--- config.mk ---
export PLATFORM = sky130hd
export DESIGN_NAME = pci_power_mgmt_config_preload
export DESIGN_NICKNAME = d
export VERILOG_FILES = /design/src/core/pm_cfg_pkg.sv /design/src/core/eeprom_word_reader.sv /design/src/core/pci_power_mgmt_config_preload.sv
export SDC_FILE = /design/constraint.sdc
export NUM_CORES = 1
export LEC_CHECK = 0
export ABC_AREA = 0
export BUFFER_PORTS_ARGS = -buffer_cell sky130_fd_sc_hd__buf_2
export CORE_ASPECT_RATIO = 0.5
export CORE_MARGIN = 2
export CORE_UTILIZATION = 62
export DETAILED_ROUTE_END_ITERATION = 10
export PLACE_DENSITY = 0.84
export SETUP_SLACK_MARGIN = 0.2
export SLEW_MARGIN = 20
export SYNTH_ARGS = -nofsm -noshare
export SYNTH_HDL_FRONTEND = slang
export SYNTH_SLANG_ARGS = --single-unit
export TNS_END_PERCENT = 50
--- constraint.sdc ---
create_clock -name sys_clk_i -period 4.7 [get_ports sys_clk_i]
set_input_delay 0.94 -clock sys_clk_i [delete_from_list [all_inputs] [get_ports sys_clk_i]]
set_output_delay 0.94 -clock sys_clk_i [all_outputs]
set_load 0.02 [all_outputs]
--- src/core/pm_cfg_pkg.sv ---
/*
 * Constants for the power-management and configuration-preload block.
 * Assumes a single 20 MHz system clock and configuration offsets given as byte addresses.
 */
// How it works
// - Power registers sit as two dwords starting at configuration offset 40h.
// - Capabilities dword is read-only: D3hot events, clock needed, version 2, ID 01h.
// - In D3hot with event enable set, the wake output is asserted on a wake event.
// - A falling receive input on any channel is a wake event.
// - Any modem delta flag rising on any channel is a wake event.
// - In D3hot, event status is set on a wake event whatever the enable bit says.
// - Event status is cleared by writing one; it resets to zero.
// - Power state and event enable are read/write; reserved bits read zero.
// - Entering D0 from reset or D3hot lands in D0 uninitialized first.
// - D0 active accepts all transactions and may raise the interrupt.
// - D3hot answers only configuration accesses; memory and interrupts are blocked.
// - Receivers and flow control keep running in D3hot.
// - Leaving D3hot for D0 keeps every register value.
// - Bus drivers stay disabled through the D3hot to D0 transition.
// - Reset returns every register and output to its power-on value.
// - User information dword at 48h resets to zero, loads only from EEPROM.
// - The EEPROM is a serial microwire part with 16-bit words.
// - The download runs only if the chip-select pin is high at reset release.
// - The download finishes within 2^16 clocks of reset release.
// - EEPROM words 0 to 7 load identity, class, subsystem and user fields in order.
// - Only the upper byte of the first class word is used.
// - The capability pointer reads 40h.
package pm_cfg_pkg;
   // Configuration offsets.
   localparam logic [7:0] OFS_ID = 8'h00;
   localparam logic [7:0] OFS_CLASS = 8'h08;
   localparam logic [7:0] OFS_SUBSYS = 8'h2C;
   localparam logic [7:0] OFS_CAP_PTR = 8'h34;
   localparam logic [7:0] OFS_PM_CAP = 8'h40;
   localparam logic [7:0] OFS_PM_CSR = 8'h44;
   localparam logic [7:0] OFS_USER = 8'h48;
   // Capabilities dword fields.
   localparam logic [4:0] CAP_EVENT_SUPPORT = 5'b01000;
   localparam logic [6:0] CAP_RESERVED = 7'h00;
   localparam logic CAP_CLOCK_NEEDED = 1'b1;
   localparam logic [2:0] CAP_VERSION = 3'b010;
   localparam logic [7:0] CAP_NEXT_PTR = 8'h00;
   localparam logic [7:0] CAP_ID = 8'h01;
   localparam logic [7:0] CAP_POINTER = 8'h40;
   // Control/status field positions.
   localparam int CSR_STATUS_BIT = 15;
   localparam int CSR_ENABLE_BIT = 8;
   localparam logic [1:0] PSTATE_D0 = 2'b00;
   localparam logic [1:0] PSTATE_D3HOT = 2'b11;
   // Reset values of loadable fields.
   localparam logic [23:0] CLASS_RESET = 24'h070002;
   localparam logic [15:0] SUBSYS_RESET = 16'h0000;
   localparam logic [31:0] USER_RESET = 32'h00000000;
   // EEPROM layout and timing.
   localparam logic [2:0] EE_LAST_WORD = 3'h7;
   localparam logic [2:0] EE_READ_OP = 3'b110;
   localparam int EE_SK_MAX_KHZ = 1250;
   localparam int SYS_CLK_KHZ = 20000;
   localparam int EE_HALF_CYCLES = (SYS_CLK_KHZ + 2 * EE_SK_MAX_KHZ - 1) / (2 * EE_SK_MAX_KHZ);
   localparam logic [4:0] EE_FIRST_DATA_SLOT = 5'd9;
   localparam logic [4:0] EE_LAST_SLOT = 5'd24;
   localparam int LOAD_LIMIT_CLOCKS = 65536;
   // Time that bus drivers stay off while leaving D3hot, in ns.
   localparam int D3_EXIT_NS = 200;
   localparam int D3_EXIT_CYCLES = (D3_EXIT_NS * SYS_CLK_KHZ + 999999) / 1000000;
endpackage

--- src/core/eeprom_word_reader.sv ---
/*
 * Reads one 16-bit word from a microwire serial EEPROM.
 * Assumes the caller holds start until busy rises is not needed: start is a one-cycle pulse.
 */
`timescale 1ns/100ps
module eeprom_word_reader (
   input wire logic sys_clk_i,
   input wire logic rst_i,
   input wire logic start_i,
   input wire logic [5:0] addr_i,
   input wire logic ee_do_i,
   output logic ee_cs_o,
   output logic ee_sk_o,
   output logic ee_di_o,
   output logic busy_o,
   output logic done_o,
   output logic [15:0] word_o
);
   import pm_cfg_pkg::*;

   logic [3:0] div_r;
   logic [4:0] slot_r;
   logic [8:0] cmd_r;

   // One frame: start bit, read opcode, address, dummy zero, sixteen data bits.
   always_ff @(posedge sys_clk_i) begin
      if (rst_i) begin
         div_r <= 4'h0;
         slot_r <= 5'h00;
         cmd_r <= 9'h000;
         ee_cs_o <= 1'b0;
         ee_sk_o <= 1'b0;
         ee_di_o <= 1'b0;
         busy_o <= 1'b0;
         done_o <= 1'b0;
         word_o <= 16'h0000;
      end else begin
         done_o <= 1'b0;
         if (!busy_o) begin
            if (start_i) begin
               busy_o <= 1'b1;
               ee_cs_o <= 1'b1;
               ee_di_o <= EE_READ_OP[2];
               cmd_r <= {EE_READ_OP[1:0], addr_i, 1'b0};
               slot_r <= 5'h00;
               div_r <= 4'h0;
            end
         end else if (div_r == 4'(EE_HALF_CYCLES - 1)) begin
            div_r <= 4'h0;
            if (!ee_sk_o) begin
               ee_sk_o <= 1'b1; // The EEPROM takes DI on this rising edge.
            end else begin
               ee_sk_o <= 1'b0;
               // Data out is stable late in the high phase.
               if (slot_r >= EE_FIRST_DATA_SLOT) begin
                  word_o <= {word_o[14:0], ee_do_i};
               end
               if (slot_r == EE_LAST_SLOT) begin
                  busy_o <= 1'b0;
                  ee_cs_o <= 1'b0;
                  ee_di_o <= 1'b0;
                  done_o <= 1'b1;
               end else begin
                  slot_r <= slot_r + 5'd1;
                  ee_di_o <= cmd_r[8];
                  cmd_r <= {cmd_r[7:0], 1'b0};
               end
            end
         end else begin
            div_r <= div_r + 4'h1;
         end
      end
   end
endmodule

--- src/core/pci_power_mgmt_config_preload.sv ---
/*
 * Power-management capability, wake-event logic, user information dword and the
 * EEPROM preload of identity fields for a four-channel serial controller.
 * Assumes a PCI target core that decodes configuration cycles into cfg_rd_i and
 * cfg_wr_i pulses and reports memory-space hits on mem_req_i.
 */
`timescale 1ns/100ps
module pci_power_mgmt_config_preload #(
   parameter logic [15:0] VENDOR_RESET = 16'h1234, // Arbitrary value.
   parameter logic [15:0] DEVICE_RESET = 16'h5678, // Arbitrary value.
   parameter logic [7:0] REVISION_ID = 8'h01, // Arbitrary value.
   parameter int LOAD_LIMIT = pm_cfg_pkg::LOAD_LIMIT_CLOCKS
) (
   input wire logic sys_clk_i,
   input wire logic rst_i,
   input wire logic cfg_rd_i,
   input wire logic cfg_wr_i,
   input wire logic [7:0] cfg_addr_i,
   input wire logic [31:0] cfg_wdata_i,
   input wire logic [3:0] cfg_be_i,
   output logic [31:0] cfg_rdata_o,
   output logic cfg_ack_o,
   input wire logic cmd_mem_en_i,
   input wire logic mem_req_i,
   output logic mem_accept_o,
   input wire logic uart_irq_i,
   output logic inta_n_o,
   output logic pme_n_o,
   output logic pci_drv_en_o,
   output logic d0_active_o,
   input wire logic [3:0] rx_i,
   input wire logic [15:0] modem_status_delta_i,
   output logic [3:0] rx_to_uart_o,
   input wire logic eeprom_chip_select_i,
   output logic eeprom_chip_select_o,
   output logic eeprom_chip_select_oe_o,
   output logic ee_sk_o,
   output logic ee_di_o,
   input wire logic ee_do_i,
   output logic load_busy_o
);
   import pm_cfg_pkg::*;

   typedef enum logic [3:0] {
      ST_D0_UNINIT = 4'b0001,
      ST_D0_ACTIVE = 4'b0010,
      ST_D3_HOT = 4'b0100,
      ST_D3_EXIT = 4'b1000
   } pm_state_t;

   pm_state_t state_r;
   pm_state_t state_nxt;
   logic [7:0] exit_cnt_r;
   logic [1:0] pstate_r;
   logic pme_en_r;
   logic pme_status_r;
   logic pme_status_nxt;
   logic [3:0] rx_prev_r;
   logic [15:0] delta_prev_r;
   logic wake_event;
   logic csr_wr;
   logic [15:0] vendor_r;
   logic [15:0] device_r;
   logic [23:0] class_r;
   logic [15:0] subsys_vendor_r;
   logic [15:0] subsys_id_r;
   logic [31:0] user_r;
   logic strap_pending_r;
   logic ld_start_r;
   logic [2:0] ld_idx_r;
   logic [16:0] ld_cnt_r;
   logic rd_done;
   logic [15:0] rd_word;
   logic rd_cs;

   // Builds the capabilities dword from its fixed fields.
   function automatic logic [31:0] cap_word();
      cap_word = {CAP_EVENT_SUPPORT, CAP_RESERVED, CAP_CLOCK_NEEDED, CAP_VERSION,
                  CAP_NEXT_PTR, CAP_ID};
   endfunction

   // Builds the control/status dword; unimplemented and reserved bits read zero.
   function automatic logic [31:0] csr_word(input logic st, input logic en,
                                            input logic [1:0] ps);
      csr_word = {16'h0000, st, 6'h00, en, 6'h00, ps};
   endfunction

   assign csr_wr = cfg_wr_i && (cfg_addr_i == OFS_PM_CSR);

   // Wake events: a start bit or a modem delta flag rising on any channel.
   assign wake_event = (|(rx_prev_r & ~rx_i))
                       || (|(modem_status_delta_i & ~delta_prev_r));

   // Edge history for the event detectors; receivers are never gated.
   // History resets to the idle high level, so reset release never looks like a start bit.
   always_ff @(posedge sys_clk_i) begin
      if (rst_i) begin
         rx_prev_r <= 4'hF;
         delta_prev_r <= 16'h0000;
         rx_to_uart_o <= 4'hF;
      end else begin
         rx_prev_r <= rx_i;
         delta_prev_r <= modem_status_delta_i;
         rx_to_uart_o <= rx_i;
      end
   end

   // Next power state from software writes of the state field.
   // Leaving D3hot passes through a drivers-off stretch before D0 uninitialized.
   // Codes 01 and 10 match no branch, so such writes leave the state alone.
   always_comb begin
      state_nxt = state_r;
      case (state_r)
         ST_D0_UNINIT: begin
            if (csr_wr && cfg_be_i[0] && cfg_wdata_i[1:0] == PSTATE_D3HOT) begin
               state_nxt = ST_D3_HOT;
            end else if (cmd_mem_en_i) begin
               state_nxt = ST_D0_ACTIVE;
            end
         end
         ST_D0_ACTIVE: begin
            if (csr_wr && cfg_be_i[0] && cfg_wdata_i[1:0] == PSTATE_D3HOT) begin
               state_nxt = ST_D3_HOT;
            end
         end
         ST_D3_HOT: begin
            if (csr_wr && cfg_be_i[0] && cfg_wdata_i[1:0] == PSTATE_D0) begin
               state_nxt = ST_D3_EXIT;
            end
         end
         ST_D3_EXIT: begin
            if (exit_cnt_r == 8'(D3_EXIT_CYCLES - 1)) begin
               state_nxt = ST_D0_UNINIT;
            end
         end
         default: begin
            state_nxt = ST_D0_UNINIT;
         end
      endcase
   end

   // State register and the drivers-off counter for leaving D3hot.
   // The counter runs only in the exit state and is back at zero for the next exit.
   always_ff @(posedge sys_clk_i) begin
      if (rst_i) begin
         state_r <= ST_D0_UNINIT;
         exit_cnt_r <= 8'h00;
      end else begin
         state_r <= state_nxt;
         if (state_r == ST_D3_EXIT) begin
            exit_cnt_r <= exit_cnt_r + 8'h01;
         end else begin
            exit_cnt_r <= 8'h00;
         end
      end
   end

   // Visible state field follows the machine; only 00 and 11 are ever held.
   // Reading the field during the drivers-off stretch already shows D0.
   always_ff @(posedge sys_clk_i) begin
      if (rst_i) begin
         pstate_r <= PSTATE_D0;
      end else if (state_nxt == ST_D3_HOT) begin
         pstate_r <= PSTATE_D3HOT;
      end else begin
         pstate_r <= PSTATE_D0;
      end
   end

   // Event enable is plain read/write; it survives D3hot exit untouched.
   // The enable of byte one guards both the event enable and the status clear.
   always_ff @(posedge sys_clk_i) begin
      if (rst_i) begin
         pme_en_r <= 1'b0;
      end else if (csr_wr && cfg_be_i[1]) begin
         pme_en_r <= cfg_wdata_i[CSR_ENABLE_BIT];
      end
   end

   // Event status: a new event wins over a write-one clear in the same cycle.
   // Events outside D3hot are not counted, so normal traffic leaves no stale status.
   // Letting the set win means an event is never lost to a clear that crosses it.
   always_comb begin
      pme_status_nxt = pme_status_r;
      if (csr_wr && cfg_be_i[1] && cfg_wdata_i[CSR_STATUS_BIT]) begin
         pme_status_nxt = 1'b0;
      end
      if (wake_event && state_r == ST_D3_HOT) begin
         pme_status_nxt = 1'b1;
      end
   end

   always_ff @(posedge sys_clk_i) begin
      if (rst_i) begin
         pme_status_r <= 1'b0;
      end else begin
         pme_status_r <= pme_status_nxt;
      end
   end

   // Wake output is active low and held while status and enable are both set in D3hot.
   // Next-state values let the output fall on the same edge that sets the status.
   always_ff @(posedge sys_clk_i) begin
      if (rst_i) begin
         pme_n_o <= 1'b1;
      end else begin
         pme_n_o <= ~(pme_status_nxt && pme_en_r && state_nxt == ST_D3_HOT);
      end
   end

   // Bus-facing gating by power state.
   // Memory hits and interrupts are dropped unless the function is in D0 active.
   always_ff @(posedge sys_clk_i) begin
      if (rst_i) begin
         pci_drv_en_o <= 1'b0;
         mem_accept_o <= 1'b0;
         inta_n_o <= 1'b1;
         d0_active_o <= 1'b0;
      end else begin
         pci_drv_en_o <= (state_nxt != ST_D3_EXIT);
         mem_accept_o <= mem_req_i && state_r == ST_D0_ACTIVE;
         inta_n_o <= ~(uart_irq_i && state_r == ST_D0_ACTIVE);
         d0_active_o <= (state_nxt == ST_D0_ACTIVE);
      end
   end

   // Configuration reads answer in every state, one cycle after the request.
   // Read data is zero whenever no read is answered, so it can be ORed onto a shared bus.
   always_ff @(posedge sys_clk_i) begin
      if (rst_i) begin
         cfg_ack_o <= 1'b0;
         cfg_rdata_o <= 32'h00000000;
      end else begin
         cfg_ack_o <= cfg_rd_i || cfg_wr_i;
         if (cfg_rd_i) begin
            case (cfg_addr_i)
               OFS_ID: cfg_rdata_o <= {device_r, vendor_r};
               OFS_CLASS: cfg_rdata_o <= {class_r, REVISION_ID};
               OFS_SUBSYS: cfg_rdata_o <= {subsys_id_r, subsys_vendor_r};
               OFS_CAP_PTR: cfg_rdata_o <= {24'h000000, CAP_POINTER};
               OFS_PM_CAP: cfg_rdata_o <= cap_word();
               OFS_PM_CSR: cfg_rdata_o <= csr_word(pme_status_r, pme_en_r, pstate_r);
               OFS_USER: cfg_rdata_o <= user_r;
               default: cfg_rdata_o <= 32'h00000000;
            endcase
         end else begin
            cfg_rdata_o <= 32'h00000000;
         end
      end
   end

   // Chip-select strap is caught on the first edge after reset release.
   // The output enable stays low through reset so the pulled level on the pin can be read.
   always_ff @(posedge sys_clk_i) begin
      if (rst_i) begin
         strap_pending_r <= 1'b1;
         eeprom_chip_select_oe_o <= 1'b0;
      end else if (strap_pending_r) begin
         strap_pending_r <= 1'b0;
         eeprom_chip_select_oe_o <= 1'b1;
      end
   end

   // Chip select drives the pin once the strap has been read.
   // This costs one clock of chip-select delay, which the slow serial clock hides.
   always_ff @(posedge sys_clk_i) begin
      if (rst_i) begin
         eeprom_chip_select_o <= 1'b0;
      end else begin
         eeprom_chip_select_o <= rd_cs;
      end
   end

   // Preload sequencer: eight words read one after another, bounded by a watchdog.
   // The watchdog counts from reset release and ends the load just short of the limit,
   // so a missing or silent EEPROM cannot keep the load flag up for ever.
   always_ff @(posedge sys_clk_i) begin
      if (rst_i) begin
         load_busy_o <= 1'b0;
         ld_start_r <= 1'b0;
         ld_idx_r <= 3'h0;
         ld_cnt_r <= 17'h00000;
      end else begin
         ld_start_r <= 1'b0;
         if (ld_cnt_r != 17'h1FFFF) begin
            ld_cnt_r <= ld_cnt_r + 17'h00001;
         end
         if (strap_pending_r && eeprom_chip_select_i) begin
            load_busy_o <= 1'b1;
            ld_start_r <= 1'b1;
            ld_idx_r <= 3'h0;
         end else if (load_busy_o && ld_cnt_r >= 17'(LOAD_LIMIT - 2)) begin
            load_busy_o <= 1'b0;
         end else if (load_busy_o && rd_done) begin
            if (ld_idx_r == EE_LAST_WORD) begin
               load_busy_o <= 1'b0;
            end else begin
               ld_idx_r <= ld_idx_r + 3'h1;
               ld_start_r <= 1'b1;
            end
         end
      end
   end

   // Loaded fields; the revision byte is never touched by the load.
   // A word that never arrives leaves its field at the reset value.
   always_ff @(posedge sys_clk_i) begin
      if (rst_i) begin
         vendor_r <= VENDOR_RESET;
         device_r <= DEVICE_RESET;
         class_r <= CLASS_RESET;
         subsys_vendor_r <= SUBSYS_RESET;
         subsys_id_r <= SUBSYS_RESET;
         user_r <= USER_RESET;
      end else if (load_busy_o && rd_done) begin
         case (ld_idx_r)
            3'h0: vendor_r <= rd_word;
            3'h1: device_r <= rd_word;
            3'h2: class_r[7:0] <= rd_word[15:8];
            3'h3: class_r[23:8] <= rd_word;
            3'h4: subsys_vendor_r <= rd_word;
            3'h5: subsys_id_r <= rd_word;
            3'h6: user_r[15:0] <= rd_word;
            3'h7: user_r[31:16] <= rd_word;
            default: user_r <= user_r;
         endcase
      end
   end

   // Serial word reader for the microwire EEPROM.
   // Its busy flag is not needed here, as the done pulse alone paces the sequencer.
   eeprom_word_reader u_reader (
      .sys_clk_i(sys_clk_i),
      .rst_i(rst_i),
      .start_i(ld_start_r),
      .addr_i({3'b000, ld_idx_r}),
      .ee_do_i(ee_do_i),
      .ee_cs_o(rd_cs),
      .ee_sk_o(ee_sk_o),
      .ee_di_o(ee_di_o),
      .busy_o(),
      .done_o(rd_done),
      .word_o(rd_word)
   );
endmodule

==> impl_metrics.toml <==
[die]
dieArea_mm2 = 0.01750
io_pins = 120
coreArea_mm2 = 0.01619
die_height_um = 94.54
die_w_um = 185.1
start_util = 0.6279
rows = 33

[sta]
hold-worst-slack_ns = 0.4534
max_freq_mhz = 384.2
layout_min_cycle_time_ns = 2.603
rsz0062_at_grt = "false"
worstMarginPinSlew_ns = 1.109
finalCritPeriodShare = 0.5538
tns_ns = 0
clock_skew_ns = 0.01172
finalSetupViolations = 0
finalHoldViolCount = 0
slew_headroom = 0.2606
slew_viol_final = 0
fin_ws_ns = 2.097

[clock_tree]
cts_tree = "yes"
path_clk_slew_ns = 0.07
htree_num_levels = 1
cts_sinks = 256
clk_latency_ns = 0.50
postCtsSetupBuffers = 0
root_buffer = "clkbuf_16"
clockBufferDepth = 3
cts_hold_buf = 0
numCtsBuffers = 22
cts_resized = 0

[power]
totalPowerFinal_mw = 4.097
power_density_mw_per_mm2 = 361.4
combPwrFrac = 0.034
ir_drop_mv = 0.2161
seqPwrFrac = 0.538
p_sw_mw = 0.8702
p_sw_frac = 0.2124
p_int_mw = 3.227
pwr-share-clk = 0.429
p_leak_nw = 4.321

[logic_synthesis]
ys_seq_elements = 256
avgSynthCellArea_um2 = 8.526
synth_edf_count = 0
ys.flop_type = "dfxtp_1"
yosysSeqAreaShare = 0.5042
ys_types = 70
yosysWarningCount = 0
syn_area_mm2 = 0.01016
syn-num-nets = 1279
synthArstFlopShare = 0
netlist_instances = 1192

[grt]
track_usage = 0.2767
antenna_found_initial = 0
grt_pass1_vias = 8195
grt_pass1_wl_um = 39470
grt_max_degree = 116
overflow = 0

[worst_setup_path]
reg2regPathDepth = 8
cp.required_ns = 5.14
r2r_end = "ld_cnt_r[14]"
crit_type = "input pin to flop"
crit_path_start_kind = "input pin"
arrival_ns = 3.05
crit_path_top_delay_cell = "nor4b_4"
endpoint_kind = "flop"
ff2ff_setup_slack_ns = 2.28
cpPeakStageDelay_ns = 0.95
r2r-start = "ld_cnt_r[4]"
critPathMaxFanout = 17
crit_chain = "buf_2, nor4b_4, and2_1, nand2_1, a32oi_1, a211o_1"

[layout]
antenna-diode-count = 0
final_area_mm2 = 0.01134
nFillCells = 1236
drive_above_1_share = 0.1299
fin_cells = 1474
multi_input_area_mm2 = 0.004571
syn2layout_area_growth_pct = 11.56
fin_nets = 1320
seqCellArea_mm2 = 0.005125
fin_util = 0.7005

[placement]
place_area_mm2 = 0.01064
placed_cells = 1436
dp_hpwl_um = 15170
place_congestion = 0.8295
pre_cts_ws_ns = 1.655
portBuffers = 89

[hold_path]
hold_path_end = "u_reader.cmd_r[5]"
min_path_type = "flop to flop"
whs_path_depth = 2
hp-start = "u_reader.cmd_r[4]"

[routing]
via_count = 8524
postRouteAntennaNets = 0
drt_wl_total_um = 23980
wl_per_cell_um = 16.27
drc_errors = 0
viasPerCell = 5.783
drt_first_pass_iters = 8
drtIter0Drc = 839

[status]
status = "finished clean"

[run]
maxCapViolations = 0
power groups by stage:
stage | clock network [mW] | logic, mW | registers (mW)
finish | 1.76 | 0.138 | 2.20
global route | 1.86 | 0.153 | 2.20
CTS | 1.77 | 0.138 | 2.20
detailed placement | 0 | 0.136 | 2.25
global placement | 0 | 0.132 | 2.25
floorplan | 0 | 0.0850 | 2.25
sequential cells by signal, summed over array words and instances, names as in the netlist, 5 cells and up:
| signal | count |
|---|---|
| u_reader.word_o | 16 |
| exit_cnt_r | 8 |
| subsys_vendor_r | 16 |
| u_reader.slot_r | 5 |
| u_reader.cmd_r | 8 |
| vendor_r | 16 |
| subsys_id_r | 16 |
| delta_prev_r | 16 |
| user_r | 32 |
| cfg_rdata_o | 32 |
| class_r | 24 |
| ld_cnt_r | 17 |
| device_r | 16 |
metal layers:
metal,up-vias,global-route usage,share of wire
li1,4124,-,-
met4,0,0.07275,0.016
met1,4044,0.3670,0.43
met5,-,0,0
met2,315,0.4766,0.47
met3,41,0.04281,0.083
worst max path at each step:
stage / from / endpoint / slack, ns / depth (start not counted)
6_report: cfg_addr_i[4] / pme_n_o / 2.10 / 6
5_1_grt: cfg_addr_i[4] / state_r[2] / 2.00 / 6
4_1_cts: cfg_addr_i[4] / pme_n_o / 2.15 / 6
3_5_place_dp: cfg_addr_i[4] / pme_n_o / 1.66 / 6
3_3_place_gp: cfg_addr_i[5] / pme_n_o / 1.72 / 6
2_1_floorplan: cfg_addr_i[5] / cfg_rdata_o[10] / 2.35 / 8
cell type report:
class,instances,share of cell area
Tap cell,227,0.02505
Clock buffer,34,0.05970
Inverter,30,0.009932
Multi-Input combinational cell,821,0.4031
Clock inverter,4,0.001766
Timing Repair Buffer,102,0.04844
Sequential cell,256,0.4520
cell families after synthesis:
group                      after synthesis  share of synthesized area
adders and majority gates               15                    0.01822
buffers and inverters                  115                    0.04776
DFF                                    256                     0.5042
xor gates and xnor gates                22                    0.01896
AOI/OAI and AO/OA                      232                     0.1498
muxes                                   20                    0.01970
and+or+nand+nor                        532                     0.2413
layout by cell type (no fill, tap or decap), types with 6 or more instances in the layout:
cell and count:
nand3b_1 18, or2_2 6, nor2b_1 26, nand4_1 12
inv_1 29, xor2_1 15, nand2_1 281, a222oi_1 27
a21oi_1 129, nor2_1 96, mux2i_1 20, and3_1 8
buf_2 88, nor3_1 16, clkbuf_8 6, a22o_1 27
o21ai_0 7, ha_1 14, clkbuf_16 23, buf_4 13
nand3_1 27, dfxtp_1 256, xnor2_1 7
synth_stat cells, drive strengths merged, types with 5 or more instances:
cell type | instances | share of area
nor3 | 18 | 0.010
clkbuf | 61 | 0.023
mux2i | 20 | 0.020
nand3 | 27 | 0.013
ha | 14 | 0.017
nand4 | 12 | 0.0074
nor3b | 5 | 0.0037
or2 | 7 | 0.0043
nand2 | 282 | 0.10
a21oi | 134 | 0.068
a22oi | 5 | 0.0037
a222oi | 27 | 0.027
xor2 | 15 | 0.013
xnor2 | 7 | 0.0060
nand3b | 18 | 0.013
a22o | 27 | 0.023
nor2 | 101 | 0.039
nor2b | 26 | 0.016
o21ai | 10 | 0.0053
and2 | 7 | 0.0046
buf | 24 | 0.014
and3 | 8 | 0.0049
inv | 30 | 0.011
dfxtp | 256 | 0.50
critical path, delay by kind of cell:
family          cells  cell delay, ns
simple gates        3            1.45
compound gates      2            0.48
buf+inv             1            0.17
Power figures use the tool's default switching activity.
